## src/hw/foas_pkg.sv

```systemverilog
// package: shared constants and types for the first-out alarm sequencer
package foas_pkg;

    // channel sequence states, one-hot
    typedef enum logic [4:0] {
        FOAS_NORMAL    = 5'h01, // idle, lamp off
        FOAS_FIRST     = 5'h02, // first-out alarm, flashing, audible
        FOAS_SUBSEQ    = 5'h04, // later alarm, steady, audible
        FOAS_FIRST_SIL = 5'h08, // first-out silenced, still flashing
        FOAS_ACKED     = 5'h10  // acknowledged, steady, silent
    } foas_state_t;

    // operator pushbuttons as one group
    typedef struct packed {
        logic silence;
        logic acknowledge;
        logic reset;
    } foas_buttons_t;

    // default channel count
    localparam int FOAS_CHANNELS = 16;
    // flash half period in core_clk cycles (250 MHz, 250 ms)
    localparam int FOAS_FLASH_MS = 250;
    localparam int FOAS_CLK_KHZ = 250000;
    localparam int FOAS_FLASH_CYCLES = FOAS_FLASH_MS * FOAS_CLK_KHZ;
    // reset value of the audible output
    localparam logic FOAS_OUT_RESET = 1'b0;

endpackage

```

## src/hw/foas_sync2.sv

```systemverilog
// two-flop synchroniser, one bit wide per instance
`timescale 1ns/100ps
module foas_sync2 (
    core_clk,
    rst_n,
    clk_en,
    d_in,
    q_out
);
    input wire logic core_clk;
    input wire logic rst_n;
    input wire logic clk_en;
    input wire logic d_in;
    output logic q_out;

    logic meta_reg; // first stage, read only by second stage
    logic meta_next;
    logic q_next;

    // next values; state frozen while clock enable is low
    always_comb begin
        meta_next = clk_en ? d_in : meta_reg;
        q_next = clk_en ? meta_reg : q_out;
    end

    // registers only
    always_ff @(posedge core_clk or negedge rst_n) begin
        if (!rst_n) begin
            meta_reg <= 1'b0;
            q_out <= 1'b0;
        end else begin
            meta_reg <= meta_next;
            q_out <= q_next;
        end
    end
endmodule

```

## src/hw/foas_sequencer.sv

```systemverilog
// per-channel first-out manual-reset alarm sequencer with silence button
`timescale 1ns/100ps
// Notes on behaviour
// first abnormal from all-normal: flashing, audible
// later alarms lock in steady and audible
// silence stops horn, first keeps flashing
// silence button separate from acknowledge
// acknowledge moves all alarms to steady acknowledged
// acknowledged stays lit until normal plus reset
module foas_sequencer
    import foas_pkg::*;
#(
    parameter int CHANNELS = FOAS_CHANNELS,
    parameter int FLASH_CYCLES = FOAS_FLASH_CYCLES
) (
    core_clk,
    rst_n,
    clk_en,
    process_abnormal,
    buttons,
    lamp_on,
    first_out,
    audible_on
);
    input wire logic core_clk;
    input wire logic rst_n;
    input wire logic clk_en;
    input wire logic [CHANNELS-1:0] process_abnormal; // field contacts, async
    input wire foas_buttons_t buttons; // operator pushbuttons, async
    output logic [CHANNELS-1:0] lamp_on; // channel indicators
    output logic [CHANNELS-1:0] first_out; // first-out flag per channel
    output logic audible_on; // shared horn

    localparam int CW = $clog2(FLASH_CYCLES + 1);
    localparam logic [CW-1:0] FLASH_LAST = CW'(FLASH_CYCLES - 1);

    logic [CHANNELS-1:0] abn_sync; // synchronised contacts
    logic [2:0] btn_sync; // synchronised silence, ack, reset
    logic [2:0] btn_prev_reg; // last button level for edge detect
    logic [2:0] btn_prev_next;
    logic sil_press; // one-cycle press pulses
    logic ack_press;
    logic rst_press;
    // previous button levels read as held until the synchronisers hold real levels;
    // otherwise a button held through reset would look like a fresh press
    logic [1:0] settle_reg; // enabled cycles since reset, stops at two
    logic [1:0] settle_next;
    logic settled; // synchroniser outputs now carry button levels

    // contacts cross into core_clk through two flops each
    genvar gi;
    generate
        for (gi = 0; gi < CHANNELS; gi++) begin : g_abn
            foas_sync2 u_sync (
                .core_clk(core_clk),
                .rst_n(rst_n),
                .clk_en(clk_en),
                .d_in(process_abnormal[gi]),
                .q_out(abn_sync[gi])
            );
        end
        for (gi = 0; gi < 3; gi++) begin : g_btn
            foas_sync2 u_sync (
                .core_clk(core_clk),
                .rst_n(rst_n),
                .clk_en(clk_en),
                .d_in(gi == 2 ? buttons.silence : (gi == 1 ? buttons.acknowledge : buttons.reset)),
                .q_out(btn_sync[gi])
            );
        end
    endgenerate

    // press edges; silence has its own input apart from acknowledge
    always_comb begin
        settled = (settle_reg == 2'h2);
        settle_next = settle_reg;
        btn_prev_next = btn_prev_reg;
        if (clk_en) begin
            // count two enabled cycles, then stop
            settle_next = settled ? settle_reg : settle_reg + 2'h1;
            // forced high until settled, so a held button shows no edge
            btn_prev_next = settled ? btn_sync : 3'h7;
        end
        sil_press = clk_en & btn_sync[2] & ~btn_prev_reg[2];
        ack_press = clk_en & btn_sync[1] & ~btn_prev_reg[1];
        rst_press = clk_en & btn_sync[0] & ~btn_prev_reg[0];
    end

    always_ff @(posedge core_clk or negedge rst_n) begin
        if (!rst_n) begin
            btn_prev_reg <= 3'h7; // a button held through reset gives no press
            settle_reg <= 2'h0;
        end else begin
            btn_prev_reg <= btn_prev_next;
            settle_reg <= settle_next;
        end
    end

    // flash timebase; free running so all flashing lamps blink in step
    logic [CW-1:0] flash_cnt_reg;
    logic [CW-1:0] flash_cnt_next;
    logic flash_phase_reg;
    logic flash_phase_next;

    always_comb begin
        flash_cnt_next = flash_cnt_reg;
        flash_phase_next = flash_phase_reg;
        if (clk_en) begin
            if (flash_cnt_reg >= FLASH_LAST) begin
                flash_cnt_next = '0;
                flash_phase_next = ~flash_phase_reg;
            end else begin
                flash_cnt_next = flash_cnt_reg + CW'(1);
            end
        end
    end

    always_ff @(posedge core_clk or negedge rst_n) begin
        if (!rst_n) begin
            flash_cnt_reg <= '0;
            flash_phase_reg <= 1'b0;
        end else begin
            flash_cnt_reg <= flash_cnt_next;
            flash_phase_reg <= flash_phase_next;
        end
    end

    // channel state machines
    foas_state_t st_reg [CHANNELS];
    foas_state_t st_next [CHANNELS];
    logic all_normal; // no channel in any alarm state
    logic [CHANNELS-1:0] newly; // channels turning abnormal from normal
    logic [CHANNELS-1:0] first_pick; // lowest newly-abnormal channel wins
    logic [CHANNELS-1:0] lamp_next;
    logic [CHANNELS-1:0] fo_next;
    logic aud_next;

    always_comb begin
        all_normal = 1'b1;
        newly = '0;
        for (int i = 0; i < CHANNELS; i++) begin
            if (st_reg[i] != FOAS_NORMAL) begin
                all_normal = 1'b0;
            end
            newly[i] = (st_reg[i] == FOAS_NORMAL) & abn_sync[i];
        end
        // simultaneous first alarms: lowest index taken as first out
        first_pick = newly & (~newly + CHANNELS'(1));
    end

    always_comb begin
        aud_next = 1'b0;
        for (int i = 0; i < CHANNELS; i++) begin
            st_next[i] = st_reg[i];
            if (clk_en) begin
                case (st_reg[i])
                    FOAS_NORMAL: begin
                        if (newly[i] && all_normal && first_pick[i]) begin
                            st_next[i] = FOAS_FIRST;
                        end else if (newly[i]) begin
                            st_next[i] = FOAS_SUBSEQ;
                        end
                    end
                    FOAS_FIRST: begin
                        // acknowledge wins over silence pressed together
                        if (ack_press) begin
                            st_next[i] = FOAS_ACKED;
                        end else if (sil_press) begin
                            st_next[i] = FOAS_FIRST_SIL;
                        end
                    end
                    FOAS_SUBSEQ: begin
                        if (ack_press || sil_press) begin
                            st_next[i] = FOAS_ACKED;
                        end
                    end
                    FOAS_FIRST_SIL: begin
                        if (ack_press) begin
                            st_next[i] = FOAS_ACKED;
                        end
                    end
                    FOAS_ACKED: begin
                        // reset only clears channels whose contact is normal
                        if (rst_press && !abn_sync[i]) begin
                            st_next[i] = FOAS_NORMAL;
                        end
                    end
                    default: begin
                        st_next[i] = FOAS_NORMAL;
                    end
                endcase
            end
        end
        // outputs from the next state so they change on the same edge as the state register
        for (int i = 0; i < CHANNELS; i++) begin
            fo_next[i] = (st_next[i] == FOAS_FIRST) || (st_next[i] == FOAS_FIRST_SIL);
            lamp_next[i] = fo_next[i] ? flash_phase_next : (st_next[i] != FOAS_NORMAL);
            if (st_next[i] == FOAS_FIRST || st_next[i] == FOAS_SUBSEQ) begin
                aud_next = 1'b1;
            end
        end
        if (!clk_en) begin
            aud_next = audible_on;
            lamp_next = lamp_on;
            fo_next = first_out;
        end
    end

    always_ff @(posedge core_clk or negedge rst_n) begin
        if (!rst_n) begin
            for (int i = 0; i < CHANNELS; i++) begin
                st_reg[i] <= FOAS_NORMAL;
            end
            lamp_on <= '0;
            first_out <= '0;
            audible_on <= FOAS_OUT_RESET;
        end else begin
            for (int i = 0; i < CHANNELS; i++) begin
                st_reg[i] <= st_next[i];
            end
            lamp_on <= lamp_next;
            first_out <= fo_next;
            audible_on <= aud_next;
        end
    end
endmodule

```

## config.mk

```make
export PLATFORM = sky130hd
export DESIGN_NAME = foas_sequencer
export DESIGN_NICKNAME = d
export VERILOG_FILES = /design/src/hw/foas_pkg.sv /design/src/hw/foas_sync2.sv /design/src/hw/foas_sequencer.sv
export SDC_FILE = /design/constraint.sdc
export NUM_CORES = 1
export LEC_CHECK = 0
export ABC_AREA = 1
export BUFFER_PORTS_ARGS = -buffer_cell sky130_fd_sc_hd__buf_2
export CORE_UTILIZATION = 40
export DETAILED_ROUTE_END_ITERATION = 16
export HOLD_SLACK_MARGIN = 0.1
export PLACE_DENSITY_LB_ADDON = 0.25
export SLEW_MARGIN = 20
export SYNTH_ARGS = -nofsm -noshare
export SYNTH_HDL_FRONTEND = slang
export SYNTH_SLANG_ARGS = --single-unit
export TNS_END_PERCENT = 1
```

## constraint.sdc

```tcl
create_clock -name core_clk -period 3.66 [get_ports core_clk]
set_clock_uncertainty 0.2 [all_clocks]
set_input_delay 0.732 -clock core_clk [delete_from_list [all_inputs] [get_ports core_clk]]
set_output_delay 0.732 -clock core_clk [all_outputs]
set_load 0.02 [all_outputs]
```

==> summary.md, run 1 <==
| Metric | Value |
|---|---|
| Worst-case clock buffer depth | 2 |
| Synth Area in XOR/XNOR | under 10% |
| Mapped Cells | about 1,700 |
| RSZ-0062 raised after global routing | no |
| Share of layout cells above drive strength 1 | 12.7% |
| Post-cts sizing count | 0 |
| Post-synthesis compound-gate area fraction | 12.1% |
| Global route overflow | 0 |
| Worst EP required | 3.79 ns |
| Clock Power Share | 25.9% |
| Clk Latency, worst-skew pair | 0.45 ns |
| DRC | 0 |
| Status | finished, final reports clean |
| Worst Hold Class | input pin to asynchronous set/reset pin |
| 1st-iter DRT viols | ~700 |
| LEAKAGE | ~6.6 nW |
| Slew Viols, Final | 0 |
| Peak Freq | 314 MHz |
| Hold buffer count at cts | 0 |
| Die width | 171 µm |
| Placed Area | roughly 0.012 mm² |
| Vias in the first global route | 10,200 |
| CP Class | register to register |
| Actual slew at the worst max-slew pin | between 0.8 and 0.9 ns |
| Routed WL | 31.2 mm |
| P_sw | about 2.9 mW |
| CTS sink count | about 180 |
| Antenna Violating Nets Remaining | 0 |
| Detailed placement HPWL | about 23 mm |
| Final net count | about 1,700 |
| Flops & latches, synth | around 180 |
| GP Congestion | 0.923 |
| Tmin final | between 3 and 4 ns |
| Ys async rst share | between 90% and 100% |
| Most used flip-flop cell after synthesis | dfrtp_1 |
| Multi-input combinational cell area | about 0.0057 mm² |
| Non-filler cells, final | around 2,100 |
| Post-synthesis simple-gate area fraction | a little under two fifths |
| Area Growth Syn to Fin | 11.9% |
| Core area | between 0.02 and 0.03 mm² |
| Final-report hold violation count | 0 |
| Clock-pin slew on the worst setup and hold paths | approximately 0.070 ns |
| Starting density of the core | about two fifths |
| Seq/Total Area, Yosys | 40.5% |
| Initial antenna violation count | 0 |
| Site Rows | slightly above 60 |
| Worst setup SP type | register |
| Switch share | approximately 40% |
| Antenna cells | 0 |
| Post-synth EDFFs | 0 |
| Mux cell area share after synthesis | 0% |
| Yosys warning total | 0 |
| Largest fanout on the critical path | 17 |
| Avg WL per Cell | 15.0 µm |
| Largest net degree at the start of global routing | 127 |
| Post-synthesis adder-cell area fraction | less than 1% |
| Final Cycle Share | between 80% and 90% |
| Die ar. | between 0.02 and 0.03 mm² |
| Gate power share | around 36% |
| Relative max-transition margin | 41.8% |
| CTS tree | done |
| Netlist Area Pre-Place | roughly 0.011 mm² |
| DR vias/cell | between 5 and 6 |
| Syn Nets | ~1,700 |
| # fillers | ~2,900 |
| Overall die height | ~170 µm |
| I/O pin total | 55 |
| Power Dens Cells | around 570 mW/mm² |
| H-Tree Depth | 4 |
| Max-cap violation count | 0 |
| Placed insts | 2,056 |
| Design Area, Final | about 0.013 mm² |
| Critical path arrival | between 3 and 4 ns |
| Most frequent cells in the layout | nand2_1, nor2_1, inv_1, dfrtp_1, nand3_1 |
| Gr usage total | between 20% and 30% |
| Commonest non-fill, non-tap cell in the layout | nand2_1 |
| CTS Buf Count | 17 |
| Post-Syn Area per Cell | roughly 6.9 µm² |
| Reg area | 0.00460 mm² |
| Sequential share of power | a little under two fifths |
| Number of flip-flops in the largest register | 80 |
| Sum Neg Setup Slack | 0 ns |
| Post-CTS Setup Bufs | 0 |
| Global-route wire length before repair | a little over 50 mm |
| # setup viols final | 0 |
| Distinct cells, synth | 53 |
| R2r setup slk | ~0.48 ns |
| First drt pass iteration count | 5 |
| Internal power | roughly 4.4 mW |
| Crit. End Element | register |
| DR vias | 10,900 |
| Largest family of logic cells by synthesized area | simple AND/OR/NAND/NOR gates |
| Clock Root Buffer | clkbuf_16 |
| # port buffers | 54 |
| Worst VDD drop | roughly 0.00033 V |
[final timing paths]
| path | from | end | cells past startpoint |
|---|---|---|---|
| worst max-delay path | st_reg[70] | audible_on | 21 |
| worst min-delay path | rst_n | flash_cnt_reg[19] | 1 |
| max in group asynchronous | rst_n | st_reg[0] | 2 |
| worst max register to register | st_reg[70] | audible_on | 21 |
| min in group core_clk | g_abn[2].u_sync.meta_reg | g_abn[2].u_sync.meta_reg | 2 |
| worst min register to register | g_abn[2].u_sync.meta_reg | g_abn[2].u_sync.meta_reg | 2 |
[stage by stage]
stage	utilization (%)	hold WS, ns	total power, mW	setup slack, ns
6_report	45.6	0.0761	7.26	0.475
5_1_grt	45.6	0.113	7.80	0.0669
4_1_cts	45.6	0.100	7.30	0.510
3_5_place_dp	43.5	0.260	5.38	0.344
3_3_place_gp	43.5	0.257	5.37	0.374
2_1_floorplan	-	0.236	4.66	0.983
[power groups by stage]
stage               logic [mW]  clock network (mW)  registers (mW)
finish                    2.63                1.88            2.74
floorplan                 1.85                   0            2.81
CTS                       2.63                1.93            2.74
global route              2.99                2.01            2.79
global placement          2.60                   0            2.77
detailed placement        2.62                   0            2.77
[cells in the mapped netlist, drive strengths merged (3+ instances only)]
| cell type | n | area share [%] |
|---|---|---|
| or2 | 3 | 0.17 |
| o211ai | 5 | 0.33 |
| buf | 23 | 1.1 |
| a21oi | 59 | 2.8 |
| a31oi | 8 | 0.44 |
| nand3 | 100 | 4.6 |
| nor4 | 4 | 0.22 |
| o221ai | 5 | 0.39 |
| o21ai | 105 | 4.8 |
| nor2 | 261 | 10 |
| nand4 | 50 | 2.8 |
| xor2 | 12 | 0.92 |
| dfrtp | 164 | 36 |
| nor3b | 5 | 0.33 |
| nor3 | 26 | 1.1 |
| nand3b | 9 | 0.59 |
| o31ai | 7 | 0.46 |
| inv | 218 | 7.2 |
| o21a | 6 | 0.40 |
| o22ai | 12 | 0.66 |
| o32ai | 9 | 0.69 |
| a21boi | 3 | 0.20 |
| clkbuf | 25 | 0.83 |
| a211oi | 3 | 0.20 |
| dfstp | 19 | 4.4 |
| nand2 | 494 | 17 |
[routing by layer]
layer / routed length, µm / part of all wire, % / track usage [%]
met5: 0 / 0 / 0
met4: 511 / 1.6 / 6.97
met2: 14100 / 45 / 35.5
met3: 1630 / 5.2 / 3.40
met1: 15000 / 48 / 31.7
[cells by family after synthesis]
| kind of cell | count (synthesis) |
|---|---|
| AND/OR/NAND/NOR | 953 |
| AO/OA/AOI/OAI | 231 |
| flip-flops | 183 |
| XOR/XNOR | 14 |
| adder cells (fa/ha/maj) | 2 |
| buffers and inverters | 267 |
[area by class of cell]
type	instances	share of cell area [%]
timing repair buffer	76	3.94
clock inverter	11	0.964
clock buffer	21	3.70
sequential	183	36.2
multi-input combinational	1200	45.0
inverter	219	6.48
tap	378	3.72
[worst max-delay path, cell delays in order, from the launching register on]
cell and delay [ns]:
dfstp_2 0.53, inv_1 0.08, nor2_1 0.12, nand3_1 0.13, inv_2 0.09, nand2_1 0.06, nor2_1 0.18, nand2_2 0.13
nor2_8 0.31, nand2_1 0.13, nand2_1 0.08, nand2_1 0.05, nand2_1 0.15, inv_1 0.07, nand2_1 0.06, nor2_1 0.06
nor2_1 0.21, nand2_1 0.08, nor2_1 0.12, nand3_1 0.08, nor2_1 0.09, nor2_1 0.05
No activity file was read; power rests on OpenSTA's default activity.
==> inputs of run 2 (changes only) <==
--- a/config.mk
+++ b/config.mk
@@ -14,5 +14,6 @@
 export SLEW_MARGIN = 20
 export SYNTH_ARGS = -nofsm -noshare
 export SYNTH_HDL_FRONTEND = slang
+export SYNTH_HIERARCHICAL = 1
 export SYNTH_SLANG_ARGS = --single-unit
 export TNS_END_PERCENT = 1
==> summary.md, run 2 <==
| Metric | Value |
|---|---|
| Status | finished, final reports clean |
| Post-synth EDFFs | 0 (unchanged) |
| Largest fanout on the critical path | 5 (-12) |
| Tmin final | 3.36 ns (+0.180 ns) |
| CTS Buf Count | 17 (unchanged) |
| # fillers | 2,901 (+1.5%) |
| Clk Latency, worst-skew pair | 0.44 ns (about the same) |
| Sequential share of power | 37.1% (-0.7 points) |
| Worst path bufs/invs | 1 (-2) |
| Worst VDD drop | 0.000247 V (-25%) |
| Detailed placement HPWL | 24.1 mm (+6.4%) |
| Power Dens Cells | 580 mW/mm² (+1.6%) |
| Area Growth Syn to Fin | 12.4% |
| Slew Viols, Final | 0 (unchanged) |
| CP Class | register to register |
| Yosys warning total | 6 (+6) |
| Crit path cell chain | nor2_2, nand2_1, nor2_1, nand2_1, inv_1, nand2_1, nor2_1, nand2_1, o21ai_0, nand2_1, nand2_1, nand2_1, nand2_1, nor2_1, nor2_1, nand2_1, nor2_1, nand3_1, nor2_1, nor2_1 |
| Overall die height | 171 µm (+0.37%) |
| Cell repeated most along the worst path | nand2_1 |
| DR vias/cell | 5.23 (+0.29%) |
| CTS sink count | 183 (unchanged) |
| Largest net degree at the start of global routing | 126 (-0.79%) |
| Synth top area share | 35.8% (-0.26 points) |
| Largest delay contributor family on the critical path | simple AND/OR/NAND/NOR gates |
| Vias in the first global route | 10,400 (+2.0%) |
| Clock Power Share | 26.4% (+0.5 points) |
| Max-cap violation count | 0 (unchanged) |
| Clock Root Buffer | clkbuf_16 |
| Internal power | 4.44 mW (+1.9%) |
| Post-synth top cells | nand2_1, nor2_1, inv_1 |
| Most used flip-flop cell after synthesis | dfrtp_1 |
| Crit. End Element | register |
| Starting density of the core | 41.0% (+0.19 points) |
| Global-route wire length before repair | 54.1 mm (+4.8%) |
| Number of flip-flops in the largest register | 80 (unchanged) |
| H-Tree Depth | 4 (unchanged) |
| Gate power share | 36.5% (+0.2 points) |
| Setup Slack @ Placement | 0.301 ns (-0.0432 ns) |
| Worst EP required | 3.79 ns (about the same) |
| Final-report hold violation count | 0 (unchanged) |
| # setup viols final | 0 (unchanged) |
| Actual slew at the worst max-slew pin | 0.765 ns (-0.109 ns) |
| Antenna Violating Nets Remaining | 0 (unchanged) |
| Global route overflow | 0 (unchanged) |
| Synth area leader | dfrtp_1 |
| Core area | 0.0279 mm² (+0.27%) |
| CTS tree | done |
| GP Congestion | 0.941 (+1.9%) |
| Seq/Total Area, Yosys | 40.2% (-0.30 points) |
| Site Rows | 61 (unchanged) |
| Peak Freq | 297 MHz (-5.3%) |
| Mapped Cells | 1,689 (+2.4%) |
| DRC | 0 (unchanged) |
| Switch share | 40.6% (+0.59 points) |
| Avg WL per Cell | 15.5 µm (+3.4%) |
| Synth area leaders | dfrtp_1, nand2_1, nor2_1 |
| Relative max-transition margin | 49.0% (+7.2 points) |
| DR vias | 11,200 (+2.6%) |
| Routed WL | 33.0 mm (+5.8%) |
| Initial antenna violation count | 0 (unchanged) |
| Final Cycle Share | 91.9% (+4.9 points) |
| Antenna cells | 0 (unchanged) |
| 1st-iter DRT viols | 1,180 (+69%) |
| Sum Neg Setup Slack | 0 ns (unchanged) |
| Post-CTS Setup Bufs | 0 (unchanged) |
| Flops & latches, synth | 183 (unchanged) |
| Final net count | 1,769 (+2.8%) |
| Post-Syn Area per Cell | 6.78 µm² (-1.6%) |
| CP max stage delay | 0.44 ns (-0.09 ns) |
| # port buffers | 54 (unchanged) |
| Setup WS post-layout | 0.296 ns (-0.180 ns) |
| I/O pin total | 55 (unchanged) |
| Worst Hold Class | register to register |
| Gr usage total | 23.6% (+1.1 points) |
| Ys async rst share | 100% (unchanged) |
| Clock-pin slew on the worst setup and hold paths | 0.07 ns (about the same) |
| Worst-case clock buffer depth | 2 (unchanged) |
| Netlist Area Pre-Place | 0.0114 mm² (+0.74%) |
| Worst setup SP type | register |
| Critical path arrival | 3.50 ns (+0.18 ns) |
| Slowest cell on crit path | dfrtp_1 |
| LEAKAGE | 6.81 nW (+3.1%) |
| Die width | 171 µm (+0.37%) |
| Share of layout cells above drive strength 1 | 12.2% (-0.52 points) |
| Most frequent cells in the layout | nand2_1, nor2_1, inv_1, dfrtp_1, nand3_1 |
| Die ar. | 0.0293 mm² (+0.73%) |
| P_sw | 3.03 mW (+4.4%) |
| RSZ-0062 raised after global routing | no |
| Distinct cells, synth | 54 (+1.9%) |
| First drt pass iteration count | 9 (+4) |
| Syn Nets | 1,713 (+2.3%) |
| Commonest non-fill, non-tap cell in the layout | nand2_1 |
| Most common cell in the synthesized netlist | nand2_1 |
[run 2: cell types whose count changed after synthesis, moves of 9 or more]
| cell | before | now |
|---|---|---|
| nand4_1 | 50 | 63 |
| inv_1 | 203 | 193 |
| o21ai_1 | 8 | 18 |
| o21ai_0 | 93 | 66 |
| nor2_1 | 221 | 232 |
| nand3_1 | 96 | 107 |
| clkbuf_1 | 25 | 16 |
| nand2_1 | 475 | 526 |
[run 2: metrics by stage]
step / hold slack, ns / area (µm²) / power, mW / utilization (%) / std cells
after floorplan: 0.236 / 11400 / 4.66 / - / 1689
after global placement: 0.250 / 12200 / 5.49 / 43.8 / 2103
after detailed placement: 0.259 / 12200 / 5.50 / 43.8 / 2103
after CTS: 0.276 / 12900 / 7.50 / 46.1 / 2136
after global routing: 0.290 / 12900 / 7.98 / 46.1 / 2136
final: 0.271 / 12900 / 7.47 / 46.1 / 2136
[run 2: power groups by stage]
stage                     Combinational (mW)  Sequential, mW  Clock, mW
final                                   2.73            2.77       1.98
after global routing                    3.07            2.82       2.09
after CTS                               2.71            2.77       2.02
after detailed placement                2.70            2.80          0
after global placement                  2.69            2.80          0
after floorplan                         1.83            2.83          0
[run 2: layout make-up]
type	count	area, µm²	area share, %
multi-input cells	1263	5900	45.8
flip-flops and latches	183	4600	35.8
inverters	202	758	5.89
repair buffers	78	518	4.02
well taps	378	473	3.67
clock buffers	20	457	3.55
clock inverters	12	164	1.27
[run 2: kinds of logic after synthesis]
family / after synthesis / synth area share, %
buffers and inverters: 243 / 8.25
xor gates and xnor gates: 15 / 1.15
and+or+nand+nor: 1056 / 40.6
muxes: 1 / 0.0874
adders and majority gates: 2 / 0.219
DFF: 183 / 40.2
AOI/OAI and AO/OA: 189 / 9.50
[run 2: final timing paths]
| kind | endpoint | depth (start not counted) | slack, ns | from |
|---|---|---|---|---|
| min in group asynchronous | g_abn[5].u_sync/meta_reg | 2 | 0.46 | rst_n |
| max in group asynchronous | st_reg[74] | 3 | 1.90 | rst_n |
| setup reg to reg | audible_on | 20 | 0.30 | st_reg[13] |
| hold / removal | g_abn[12].u_sync/q_out | 2 | 0.27 | g_abn[12].u_sync/meta_reg |
| hold reg to reg | g_abn[12].u_sync/q_out | 2 | 0.27 | g_abn[12].u_sync/meta_reg |
| setup / recovery | audible_on | 20 | 0.30 | st_reg[13] |
[run 2: worst min-delay path, stage by stage (launching register included)]
cell and delay (ns):
dfrtp_1 0.34, nand2_1 0.05, nand2_1 0.05
[run 2: metal layers]
metal	part of all wire [%]	vias to the layer above	track usage (%)
li1	-	5554	-
met2	45	362	37.8
met1	48	5202	33.3
met5	0	-	0
met4	2.0	0	6.79
met3	5.1	52	3.34
[run 2: repair_timing]
action                    CTS  global route
hold endpoints to repair    1             0
resized for setup           0             0
hold buffers                1             0
